===== src/design/dctc_pkg.sv =====
// Purpose: Shared constants and carrier types of the dual counter/timer control block.
// Assumes: Byte-wide register port with a three-bit register index.
// Notes:   Field positions are bit indices inside each 8-bit register.
package dctc_pkg;
   localparam int AW = 3;
   localparam int DW = 8;

   typedef struct packed {
      logic [AW-1:0] addr;
      logic [DW-1:0] wdata;
      logic          wr;
      logic          rd;
   } dctc_bus_t;

   // Register indices.
   localparam logic [AW-1:0] OFS_SHORT_CTL    = 3'h0;
   localparam logic [AW-1:0] OFS_COMMON_CTL   = 3'h1;
   localparam logic [AW-1:0] OFS_SHORT_RELOAD = 3'h2;
   localparam logic [AW-1:0] OFS_LONG_HI      = 3'h3;
   localparam logic [AW-1:0] OFS_LONG_LO      = 3'h4;
   localparam logic [AW-1:0] OFS_LONG_CTL     = 3'h5;
   localparam logic [AW-1:0] OFS_IRQ_STAT     = 3'h6;
   localparam logic [AW-1:0] OFS_IRQ_MASK     = 3'h7;

   // Timer control fields (short and long control share the upper layout).
   localparam int B_EN     = 7;
   localparam int B_SINGLE = 6;
   localparam int B_TOUT   = 5;
   localparam int B_CLK_LO = 3;
   localparam int B_IMASK  = 1;
   localparam int B_OSEL   = 0;

   // Common control fields.
   localparam int B_MODE   = 7;
   localparam int B_CSEL   = 6;
   localparam int B_LOG_LO = 4;
   localparam int B_SUB_LO = 2;
   localparam int B_INIT_S = 1;
   localparam int B_INIT_L = 0;

   // Interrupt status bits.
   localparam int IRQ_N     = 4;
   localparam int IRQ_SHORT = 0;
   localparam int IRQ_LONG  = 1;
   localparam int IRQ_RISE  = 2;
   localparam int IRQ_FALL  = 3;

   localparam logic [1:0] SUB_NORMAL   = 2'h0;
   localparam logic [1:0] SUB_PINGPONG = 2'h1;
   localparam logic [1:0] SUB_FORCE0   = 2'h2;
   localparam logic [1:0] SUB_FORCE1   = 2'h3;
   localparam logic [1:0] GLITCH_NONE  = 2'h0;
   localparam logic [1:0] GLITCH_4     = 2'h1;
   localparam logic [1:0] GLITCH_8     = 2'h2;
   localparam logic [3:0] GLITCH_4_CYC = 4'h4;
   localparam logic [3:0] GLITCH_8_CYC = 4'h8;
   localparam logic [1:0] LOG_AND      = 2'h0;
   localparam logic [1:0] LOG_OR       = 2'h1;
   localparam logic [1:0] LOG_NOR      = 2'h2;
   localparam logic [1:0] EDGE_RISE    = 2'h0;
   localparam logic [1:0] EDGE_FALL    = 2'h1;
endpackage


===== src/design/dctc_top.sv =====
// Purpose: Control logic for a short and a long down-counter with output combining and
//          an input edge detector with glitch filter.
// Assumes: Single clock; the demodulator pins are asynchronous and are synchronised here.
// Notes:   Both timers count on a shared prescaled enable pulse.
`timescale 1ns/100ps
// How it works
// - Writing enable one starts the short timer.
// - Modulo reloads at terminal count, single stops.
// - Timeout flag set at terminal count, write-one clears.
// - Partial first prescaled period is tolerated.
// - Short output takes initial level on start.
// - Long output takes initial level on start, except in the force low/high submodes.
// - Mode bit zero transmit, one demodulation.
// - Transmit select routes combined output to pin.
// - Demodulation select picks pin A or B.
// - Pin B edges also pulse the capture line.
// - Transmit logic field combines both outputs.
// - Demodulation field selects detected edges.
// - Submode normal, ping-pong, force long low/high.
// - Rising edge sets flag, write one clears.
// - Falling edge sets flag, write one clears.
module dctc_top #(
   parameter int SHORT_W = 8,
   parameter int LONG_W  = 16
) (
   input  wire logic                CORE_CLK,
   input  wire logic                ARST_N,
   input  wire dctc_pkg::dctc_bus_t BUS_REQ,
   output logic [dctc_pkg::DW-1:0]  RD_DATA,
   input  wire logic                DEMOD_PIN_A,
   input  wire logic                DEMOD_PIN_B,
   input  wire logic                PORT_OUT_A,
   input  wire logic                PORT_OUT_B,
   output logic                     TIMER_OUT_PIN_A,
   output logic                     COMBINED_OUT_PIN,
   output logic                     CAPTURE_INTERRUPT_LINE,
   output logic                     IRQ
);
   import dctc_pkg::*;

   logic [2:0]         pre_r;
   logic               short_en_r, long_en_r, single_r, long_single_r, tout_r, long_tout_r;
   logic [1:0]         clksel_r;
   logic               imask_r, osel_r, mode_r, csel_r, init_s_r, init_l_r;
   logic [1:0]         logic_r, sub_r;
   logic               rise_r, fall_r;
   logic [SHORT_W-1:0] short_reload_r, short_cnt_r;
   logic [LONG_W-1:0]  long_reload_r, long_cnt_r;
   logic               short_out_r, long_out_r;
   logic [1:0]         sync_a_r, sync_b_r;
   logic               filt_r, filt_d_r;
   logic [3:0]         gcnt_r;
   logic [IRQ_N-1:0]   stat_r;
   logic [IRQ_N-1:1]   mask_r;

   // Prescaler mask for selected divide of one, two, four or eight.
   function automatic logic [2:0] div_mask(input logic [1:0] sel);
      case (sel)
         2'h0:    div_mask = 3'h0;
         2'h1:    div_mask = 3'h1;
         2'h2:    div_mask = 3'h3;
         default: div_mask = 3'h7;
      endcase
   endfunction

   function automatic logic hit(input logic [AW-1:0] ofs);
      hit = BUS_REQ.wr && (BUS_REQ.addr == ofs);
   endfunction

   logic wr_sc, wr_cc, wr_lc, tick, pingpong, demod;
   logic short_start, long_start, short_tc, long_tc, pp_to_long, pp_to_short;
   logic din, rise_hit, fall_hit, edge_hit, combined;
   logic [3:0] gthr;
   logic [IRQ_N-1:0] stat_set, eff_mask;

   assign wr_sc    = hit(OFS_SHORT_CTL);
   assign wr_cc    = hit(OFS_COMMON_CTL);
   assign wr_lc    = hit(OFS_LONG_CTL);
   assign demod    = mode_r;
   assign pingpong = !demod && (sub_r == SUB_PINGPONG);
   // The prescaler free-runs, so the first tick after enabling may come early.
   assign tick     = (pre_r & div_mask(clksel_r)) == 3'h0;
   assign short_tc = short_en_r && tick && (short_cnt_r == '0);
   assign long_tc  = long_en_r && tick && (long_cnt_r == '0);
   assign pp_to_long  = pingpong && short_tc;
   assign pp_to_short = pingpong && long_tc;
   assign short_start = (wr_sc && BUS_REQ.wdata[B_EN]) || pp_to_short;
   assign long_start  = (wr_lc && BUS_REQ.wdata[B_EN]) || pp_to_long;

   always_ff @(posedge CORE_CLK or negedge ARST_N) begin
      if (!ARST_N) begin
         pre_r <= 3'h0;
      end else begin
         pre_r <= pre_r + 3'h1;
      end
   end

   // Control register fields.
   always_ff @(posedge CORE_CLK or negedge ARST_N) begin
      if (!ARST_N) begin
         single_r <= 1'b0; long_single_r <= 1'b0; clksel_r <= 2'h0;
         imask_r <= 1'b0; osel_r <= 1'b0; mode_r <= 1'b0; csel_r <= 1'b0;
         logic_r <= 2'h0; sub_r <= 2'h0; init_s_r <= 1'b0; init_l_r <= 1'b0;
         short_reload_r <= '0; long_reload_r <= '0; mask_r <= '0;
      end else begin
         if (wr_sc) begin
            single_r <= BUS_REQ.wdata[B_SINGLE];
            clksel_r <= BUS_REQ.wdata[B_CLK_LO +: 2];
            imask_r  <= BUS_REQ.wdata[B_IMASK];
            osel_r   <= BUS_REQ.wdata[B_OSEL];
         end
         if (wr_lc) begin
            long_single_r <= BUS_REQ.wdata[B_SINGLE];
         end
         if (wr_cc) begin
            mode_r  <= BUS_REQ.wdata[B_MODE];
            csel_r  <= BUS_REQ.wdata[B_CSEL];
            logic_r <= BUS_REQ.wdata[B_LOG_LO +: 2];
            sub_r   <= BUS_REQ.wdata[B_SUB_LO +: 2];
            // In demodulation these positions are flags, so the initial levels keep.
            if (!demod) begin
               init_s_r <= BUS_REQ.wdata[B_INIT_S];
               init_l_r <= BUS_REQ.wdata[B_INIT_L];
            end
         end
         if (hit(OFS_SHORT_RELOAD)) short_reload_r <= BUS_REQ.wdata[SHORT_W-1:0];
         if (hit(OFS_LONG_HI)) long_reload_r[LONG_W-1:DW] <= BUS_REQ.wdata[LONG_W-DW-1:0];
         if (hit(OFS_LONG_LO)) long_reload_r[DW-1:0] <= BUS_REQ.wdata;
         if (hit(OFS_IRQ_MASK)) begin
            mask_r  <= BUS_REQ.wdata[IRQ_N-1:1];
            imask_r <= BUS_REQ.wdata[IRQ_SHORT];
         end
      end
   end

   // Short timer enable, count and output.
   always_ff @(posedge CORE_CLK or negedge ARST_N) begin
      if (!ARST_N) begin
         short_en_r <= 1'b0; short_cnt_r <= '0; short_out_r <= 1'b1;
      end else begin
         if (short_start) short_en_r <= 1'b1;
         else if (wr_sc) short_en_r <= 1'b0;
         else if (short_tc && (single_r || pingpong)) short_en_r <= 1'b0;
         if (short_start || short_tc) short_cnt_r <= short_reload_r;
         else if (short_en_r && tick) short_cnt_r <= short_cnt_r - SHORT_W'(1);
         if (short_start) short_out_r <= init_s_r;
         else if (short_tc) short_out_r <= !short_out_r;
         else if (!short_en_r) short_out_r <= !init_s_r;
      end
   end

   // Long timer enable, count and output.
   always_ff @(posedge CORE_CLK or negedge ARST_N) begin
      if (!ARST_N) begin
         long_en_r <= 1'b0; long_cnt_r <= '0; long_out_r <= 1'b1;
      end else begin
         if (long_start) long_en_r <= 1'b1;
         else if (wr_lc) long_en_r <= 1'b0;
         else if (long_tc && (long_single_r || pingpong)) long_en_r <= 1'b0;
         if (long_start || long_tc) long_cnt_r <= long_reload_r;
         else if (long_en_r && tick) long_cnt_r <= long_cnt_r - LONG_W'(1);
         if (!demod && sub_r == SUB_FORCE0) long_out_r <= 1'b0;
         else if (!demod && sub_r == SUB_FORCE1) long_out_r <= 1'b1;
         else if (long_start) long_out_r <= init_l_r;
         else if (long_tc) long_out_r <= !long_out_r;
         else if (!long_en_r) long_out_r <= !init_l_r;
      end
   end

   // Timeout flags: a terminal count in the clearing cycle wins.
   always_ff @(posedge CORE_CLK or negedge ARST_N) begin
      if (!ARST_N) begin
         tout_r <= 1'b0; long_tout_r <= 1'b0;
      end else begin
         if (short_tc) tout_r <= 1'b1;
         else if (wr_sc && BUS_REQ.wdata[B_TOUT]) tout_r <= 1'b0;
         if (long_tc) long_tout_r <= 1'b1;
         else if (wr_lc && BUS_REQ.wdata[B_TOUT]) long_tout_r <= 1'b0;
      end
   end

   // Input path: two-stage synchronisers, then the glitch filter.
   assign din  = csel_r ? sync_b_r[1] : sync_a_r[1];
   assign gthr = (sub_r == GLITCH_8) ? GLITCH_8_CYC : GLITCH_4_CYC;

   always_ff @(posedge CORE_CLK or negedge ARST_N) begin
      if (!ARST_N) begin
         sync_a_r <= 2'h0; sync_b_r <= 2'h0;
         filt_r <= 1'b0; filt_d_r <= 1'b0; gcnt_r <= 4'h0;
      end else begin
         sync_a_r <= {sync_a_r[0], DEMOD_PIN_A};
         sync_b_r <= {sync_b_r[0], DEMOD_PIN_B};
         filt_d_r <= filt_r;
         // Reserved filter code behaves as no filter.
         if (din == filt_r) begin
            gcnt_r <= 4'h0;
         end else if (sub_r == GLITCH_NONE || sub_r == SUB_FORCE1) begin
            filt_r <= din;
         end else if (gcnt_r == gthr - 4'h1) begin
            filt_r <= din;
            gcnt_r <= 4'h0;
         end else begin
            gcnt_r <= gcnt_r + 4'h1;
         end
      end
   end

   assign rise_hit = demod && filt_r && !filt_d_r && (logic_r != EDGE_FALL);
   assign fall_hit = demod && !filt_r && filt_d_r && (logic_r != EDGE_RISE);
   assign edge_hit = rise_hit || fall_hit;

   always_ff @(posedge CORE_CLK or negedge ARST_N) begin
      if (!ARST_N) begin
         rise_r <= 1'b0; fall_r <= 1'b0;
      end else begin
         if (rise_hit) rise_r <= 1'b1;
         else if (wr_cc && demod && BUS_REQ.wdata[B_INIT_S]) rise_r <= 1'b0;
         if (fall_hit) fall_r <= 1'b1;
         else if (wr_cc && demod && BUS_REQ.wdata[B_INIT_L]) fall_r <= 1'b0;
      end
   end

   // Interrupt status, write one to clear; events win over the clear.
   assign stat_set = {fall_hit, rise_hit, long_tc, short_tc};
   assign eff_mask = {mask_r, imask_r};

   always_ff @(posedge CORE_CLK or negedge ARST_N) begin
      if (!ARST_N) begin
         stat_r <= '0;
      end else begin
         for (int i = 0; i < IRQ_N; i++) begin
            if (stat_set[i]) stat_r[i] <= 1'b1;
            else if (hit(OFS_IRQ_STAT) && BUS_REQ.wdata[i]) stat_r[i] <= 1'b0;
         end
      end
   end

   always_comb begin
      case (logic_r)
         LOG_AND: combined = short_out_r & long_out_r;
         LOG_OR:  combined = short_out_r | long_out_r;
         LOG_NOR: combined = !(short_out_r | long_out_r);
         default: combined = !(short_out_r & long_out_r);
      endcase
   end

   always_ff @(posedge CORE_CLK or negedge ARST_N) begin
      if (!ARST_N) begin
         TIMER_OUT_PIN_A <= 1'b0; COMBINED_OUT_PIN <= 1'b0;
         CAPTURE_INTERRUPT_LINE <= 1'b0; IRQ <= 1'b0;
      end else begin
         TIMER_OUT_PIN_A  <= osel_r ? short_out_r : PORT_OUT_A;
         COMBINED_OUT_PIN <= (!demod && csel_r) ? combined : PORT_OUT_B;
         CAPTURE_INTERRUPT_LINE <= edge_hit && csel_r;
         IRQ <= |(stat_r & eff_mask);
      end
   end

   // Read data stand in the cycle after the read strobe only.
   always_ff @(posedge CORE_CLK or negedge ARST_N) begin
      if (!ARST_N) begin
         RD_DATA <= '0;
      end else if (!BUS_REQ.rd) begin
         RD_DATA <= '0;
      end else begin
         case (BUS_REQ.addr)
            OFS_SHORT_CTL: RD_DATA <= {short_en_r, single_r, tout_r, clksel_r,
                                       1'b0, imask_r, osel_r};
            OFS_COMMON_CTL: RD_DATA <= {mode_r, csel_r, logic_r, sub_r,
                                        demod ? rise_r : init_s_r,
                                        demod ? fall_r : init_l_r};
            OFS_SHORT_RELOAD: RD_DATA <= DW'(short_reload_r);
            OFS_LONG_HI:   RD_DATA <= long_reload_r[LONG_W-1:DW];
            OFS_LONG_LO:   RD_DATA <= long_reload_r[DW-1:0];
            OFS_LONG_CTL:  RD_DATA <= {long_en_r, long_single_r, long_tout_r, 5'h00};
            OFS_IRQ_STAT:  RD_DATA <= {4'h0, stat_r};
            default:       RD_DATA <= {4'h0, eff_mask};
         endcase
      end
   end
endmodule


===== config.mk =====
export PLATFORM = sky130hd
export DESIGN_NAME = dctc_top
export DESIGN_NICKNAME = d
export VERILOG_FILES = /design/src/design/dctc_pkg.sv /design/src/design/dctc_top.sv
export SDC_FILE = /design/constraint.sdc
export NUM_CORES = 1
export LEC_CHECK = 0
export ABC_CLOCK_PERIOD_IN_PS = 2000
export BUFFER_PORTS_ARGS = -buffer_cell sky130_fd_sc_hd__buf_4
export CORE_ASPECT_RATIO = 0.9
export CORE_MARGIN = 2
export CORE_UTILIZATION = 55
export CTS_CLUSTER_SIZE = 16
export DETAILED_ROUTE_END_ITERATION = 7
export GPL_TIMING_DRIVEN = 0
export PLACE_DENSITY = 0.85
export SLEW_MARGIN = 30
export SYNTH_ARGS = -nofsm -noshare
export SYNTH_HDL_FRONTEND = slang
export SYNTH_SLANG_ARGS = --single-unit
export TNS_END_PERCENT = 1

===== constraint.sdc =====
create_clock -name CORE_CLK -period 2 [get_ports CORE_CLK]
set_input_delay 0.2 -clock CORE_CLK [delete_from_list [all_inputs] [get_ports CORE_CLK]]
set_output_delay 0.2 -clock CORE_CLK [all_outputs]
set_load 0.03 [all_outputs]

== After elaboration in Yosys (flattened, before gate mapping) ==
Index checks and enable logic that the tools add are counted.
Word-level totals
  bits in registers: 102
  input bits: 19
  word-level logic and storage cells: 202
Operators by class
  $add $sub $neg: 5
  eq/ne operators: 20
  mux-type cells: 51
  bitwise operators: 6
  reductions and logical operators: 80
Operators with widths (count)
  8-bit case mux with 7 select lines: 1
  1-bit 2-to-1 mux: 39
  1-bit logical AND: 38
  16-bit 2-to-1 mux: 2
  2-bit nonzero test: 13
  8-bit 2-to-1 mux: 3
  16-bit logical NOT: 1
  4-bit 2-to-1 mux: 4
  16-bit by 1-bit subtractor with 16-bit output, second input constant: 1
  3-bit == test, second input constant: 4
  1-bit logical NOT: 9
  3-bit case mux with 3 select lines: 1
  2-bit == test, second input constant: 4
  8-bit logical NOT: 1
  1-bit logical OR: 8
  8-bit by 1-bit subtractor with 8-bit output, second input constant: 1
  2-bit by 1-bit == test with 1-bit output, second input constant: 3
  3-bit by 2-bit == test with 1-bit output, second input constant: 2
  2-bit logical NOT: 3
  3-bit logical NOT: 2
  3-bit nonzero test: 2
  5-bit by 1-bit != test with 1-bit output, second input constant: 1
  4-bit by 1-bit adder with 4-bit output, second input constant: 1
  4-bit AND: 1
  other kinds (15): 17

== Logic depth before layout (Yosys ltp) ==
  depth after elaboration: 11
  gate-level depth with buffers: 10
  depth with buffers taken out: 7

== Worst setup path before layout ==
OpenSTA, ideal clock, no wires.
  path kind: reg-to-reg
  start point: register pre_r[0]
  end point: register long_cnt_r[9]
  setup time: 0.121 ns
  arrival time: 1.915 ns
  data required time: 1.879 ns
  slack: -0.036 ns
  stages on the path, launching flop included: 8
  cell sequence: dfrtp_1 o21a_1 nand2b_1 a2111o_1 buf_6 and2_4 mux2_1 o22a_1
Between the ends
  cells in the longest elaborated chain, start to end: 8
  elaborated cells on any way between the ends: 11
  classes of those cells: 1 x mux; 1 x bitwise; 9 x reduce/logical
Ends and longest elaborated chain
  start, declared: RTL line dctc_top.sv:41  | logic [2:0] pre_r;
  start signal, assigned: RTL line dctc_top.sv:94  | pre_r <= pre_r + 3'h1;
  3-bit AND (*): RTL line dctc_top.sv:82  | assign tick = (pre_r & div_mask(clksel_r)) == 3'h0;
  3-bit logical NOT (*): RTL line dctc_top.sv:82
  1-bit logical AND (2 in series): RTL line dctc_top.sv:83  | assign short_tc = short_en_r && tick && (short_cnt_r == '0);
  1-bit logical AND: RTL line dctc_top.sv:85  | assign pp_to_long = pingpong && short_tc;
  1-bit logical OR: RTL line dctc_top.sv:88  | assign long_start = (wr_lc && BUS_REQ.wdata[B_EN]) || pp_to_long;
  1-bit logical OR: RTL line dctc_top.sv:160  | if (long_start || long_tc) long_cnt_r <= long_reload_r;
  16-bit 2-to-1 mux / 2-bit nonzero test (equally long branches)
  end signal, assigned: RTL line dctc_top.sv:160
  end signal, assigned: RTL line dctc_top.sv:161  | else if (long_en_r && tick) long_cnt_r <= long_cnt_r - LONG_W'(1);
  end, declared: RTL line dctc_top.sv:48  | logic [LONG_W-1:0] long_reload_r, long_cnt_r;
Mark *: on every way between the ends. The rest lies on a longest branch, timed or not.
A chain may end at the register's enable or synchronous reset.

== Final worst setup path ==
  start point: register clksel_r[1]
  end point: register long_cnt_r[13]
Between the ends
  cells in the longest elaborated chain, start to end: 10
  elaborated cells on any way between the ends: 15
  classes of those cells: 2 x eq/ne; 2 x mux; 1 x bitwise; 10 x reduce/logical
Ends and longest elaborated chain
  start, declared: RTL line dctc_top.sv:43  | logic [1:0] clksel_r;
  start signal, assigned: RTL line dctc_top.sv:108  | clksel_r <= BUS_REQ.wdata[B_CLK_LO +: 2];
  2-bit == test (tied with other cells): RTL line dctc_top.sv:58  | case (sel)
  3-bit case mux with 3 select lines (*): RTL line dctc_top.sv:58
  3-bit AND (*): RTL line dctc_top.sv:82
  3-bit logical NOT (*): RTL line dctc_top.sv:82
  1-bit logical AND (2 in series): RTL line dctc_top.sv:83
  1-bit logical AND: RTL line dctc_top.sv:85
  1-bit logical OR: RTL line dctc_top.sv:88
  1-bit logical OR: RTL line dctc_top.sv:160
  16-bit 2-to-1 mux / 2-bit nonzero test (equally long branches)
Marks and branches as above.

==> metrics.txt <==
status complete, but fails checks; failing checks setup timing; worst hold start PORT_OUT_A; CP Launch Type register; remaining antenna violation count after routing 0; Initial Util 0.5725; Tmin final 2.119 ns; vias 4472; layout cells sized above 1 0.2922; Netlist cell types 64; setup ws final -0.1189 ns; die width 107.2 um; Final Hold Viols 0; grt total ovfl 0; filler instances 691; Cell Chain, Critical Path a21o_1 > a211oi_4 > buf_12 > a31oi_4 > and2_4 > buf_8 > buf_8 > a31oi_1 > o22a_1; Slew HR 0.4450; Final setup viols 20; worst hold margin 0.04629 ns; skew final 0.01983 ns; Worst Tran Pin Value 0.8325 ns; critical path data arrival time 2.39 ns; Worst Path Class, Setup reg -> reg; Layout area overhead 19.75%; clock latency at the later pin of the worst-skew pair 0.38 ns; Tot Pwr 6.652 mW; clock tree buffer depth 2; RD Place Congestion 0.9792; Req. time, crit path 2.27 ns; crit-path leading delay family compound AO/OA/AOI/OAI gates; fin nets 598; RR Startpoint clksel_r[1]; Mapped Avg Cell Area 10.38 um^2; Wirelength per Cell 21.14 um; antenna violations before repair 0; number of iterations in the first detailed-routing pass 5; fin util 0.6856; Clk pin slew, worst setup/hold paths 0.12 ns; power density over the cells 1054 nW/um^2; warnings from Yosys 0; Detailed Route Iter0 Violations 443; die area 10380 um^2; capturing element type of the critical path register; CTS tree built; Max Cap Violations 0; Hold Crit Class in -> reg; synthesized area 5271 um^2; dpl cells 657; I/O pins 31; syn_nets 536; vias in the first global route 4467; Detail Placement HPWL 9948 um; Buf/Inv on CP 3; Remaining DRCs 0; vias per cell 6.416; GRT Overall Usage 0.2927; predominant post-synthesis flop cell dfrtp_1; ANT cells 0; crit path max fanout 7; Synth Instances 508; Setup crit start clksel_r[1]; RSZ-0062 raised after global routing yes; Buffers on Ports 27; f_max 0.4719 GHz; DIE HEIGHT 96.88 um; final WL 14740 um; final std cells w/o fill 697; peak supply drop 659.3 uV; first-pass GRT wire length 23580 um; clock sinks 102; Yosys reg bits 102; maximum number of pins on one net before global-route repair 103; Root Buffer clkbuf_8; period utilization 1.059; Final Max Tran Viols 0; slowest CP cell dfrtp_1; htree depth 3; Synth async-reset ratio 1.000; Setup TNS -1.458 ns; CTS Buf Count 9; row cnt 33; static leakage 2.645 nW; most frequent CP cell buf_8; Core ar. 9208 um^2; sequential element share of the synthesized area 0.4847; CP peak stage delay 0.44 ns; number of synthesized flops with an enable pin 0
==> layer usage <==
| metal | vias to the layer above | wire [um] | share of wire | GRT usage |
|---|---|---|---|---|
| li1 | 2007 | - | - | - |
| met2 | 195 | 6928 | 0.47 | 0.4528 |
| met4 | 0 | 323 | 0.022 | 0.08591 |
| met5 | - | 0 | 0 | 0 |
| met3 | 25 | 1185 | 0.080 | 0.05863 |
| met1 | 2245 | 6300 | 0.43 | 0.4189 |
==> cells by family (layout without fill, tap and decap cells) <==
kind of cell,Yosys count,after routing,share of synthesized area
muxes,55,55,0.1194
buffers and inverters,42,109,0.03513
and+or+nand+nor,154,154,0.1495
AOI/OAI and AO/OA,143,143,0.1849
xor gates and xnor gates,3,3,0.004985
DFF,102,102,0.4847
adders and majority gates,9,9,0.02136
==> final cells by class <==
cell class	instances	area [um^2]	share of cell area
Inverter	17	63.81	0.01011
Clock inverter	7	55.05	0.008722
Multi-Input combinational cell	364	2744	0.4347
Buffer	25	180.2	0.02854
Clock buffer	9	123.9	0.01962
Timing Repair Buffer	51	436.7	0.06918
Tap cell	122	152.6	0.02418
Sequential cell	102	2556	0.4050
==> worst reg2reg max path: cells and delay by family, from the launching register on <==
family                 cells  cell delay [ns]
AO/OA/AOI/OAI              5             0.94
flip-flops                 1             0.44
buffers and inverters      3             0.43
AND/OR/NAND/NOR            1             0.21
==> sequential cells by signal, summed over array words and instances, names as in the netlist, 2 cells and up <==
signal	cells
logic_r	2
sub_r	2
short_cnt_r	8
long_reload_r	16
mask_r	3
RD_DATA	8
pre_r	3
stat_r	4
long_cnt_r	16
clksel_r	2
short_reload_r	8
gcnt_r	4
sync_a_r	2
sync_b_r	2
==> power by group <==
group | internal (mW) | leakage, nW | total, mW | switching, mW
Clock | 0.469 | 0.0919 | 1.25 | 0.778
Combinational | 1.02 | 1.33 | 2.08 | 1.07
Sequential | 2.65 | 1.22 | 3.32 | 0.676
==> per-stage QoR <==
step,setup slack (ns),area [um^2]
floorplan,0.008013,5286
global placement,-0.3525,5642
detailed placement,-0.3933,5645
CTS,-0.08535,6261
global route,-0.2541,6312
finish,-0.1189,6312
==> placed cells by master (no fill, tap or decap), types with 8 or more instances in the layout <==
cell and instances:
nand3_1 15, a31oi_1 14, dfrtp_1 99, mux2_2 42, mux2i_1 10, o21ai_0 22, o22a_1 11, nor3_1 11
a21oi_1 23, a22oi_1 9, a21oi_2 10, inv_1 17, clkbuf_8 14, nand2_1 44, clkbuf_1 9, nor2_1 31
ha_1 8, buf_4 44
==> final timing paths <==
| kind | cells after the start | end | slack [ns] |
|---|---|---|---|
| worst max-delay path | 9 | long_cnt_r[13] | -0.12 |
| worst min-delay path | 2 | TIMER_OUT_PIN_A | 0.05 |
| worst max register to register | 9 | long_cnt_r[13] | -0.12 |
| worst min register to register | 0 | sync_a_r[1] | 0.36 |
| max in group asynchronous | 2 | RD_DATA[0] | 0.96 |
| min in group asynchronous | 2 | pre_r[0] | 0.43 |
==> cell usage after synthesis (4+ instances only) <==
cell | n | area share
dfrtp_1 | 100 | 0.47
nand2_1 | 44 | 0.031
mux2_2 | 42 | 0.090
nor2_1 | 35 | 0.025
a21oi_1 | 33 | 0.031
o21ai_0 | 22 | 0.021
inv_1 | 17 | 0.012
nand3_1 | 17 | 0.016
a31oi_1 | 16 | 0.019
clkbuf_1 | 15 | 0.011
nor3_1 | 14 | 0.013
o22a_1 | 11 | 0.018
mux2i_1 | 10 | 0.019
a22oi_1 | 9 | 0.013
ha_1 | 9 | 0.021
nor2b_1 | 7 | 0.0083
a21o_1 | 6 | 0.0085
a2bb2oi_1 | 6 | 0.010
nand2b_1 | 6 | 0.0071
o22ai_1 | 6 | 0.0071
and2_1 | 5 | 0.0059
o21a_1 | 5 | 0.0071
a41oi_1 | 4 | 0.0066
buf_2 | 4 | 0.0038
nor3b_1 | 4 | 0.0057
==> repair_timing <==
item                                   CTS  global route
gates resized for setup                 54             9
endpoints found under the hold margin  102             0
pin swaps                               19             4
setup buffers                           19             1
hold buffers                             3             0
setup endpoints to repair               28            27
gates cloned                             1             0
Power figures use the tool's default switching activity.
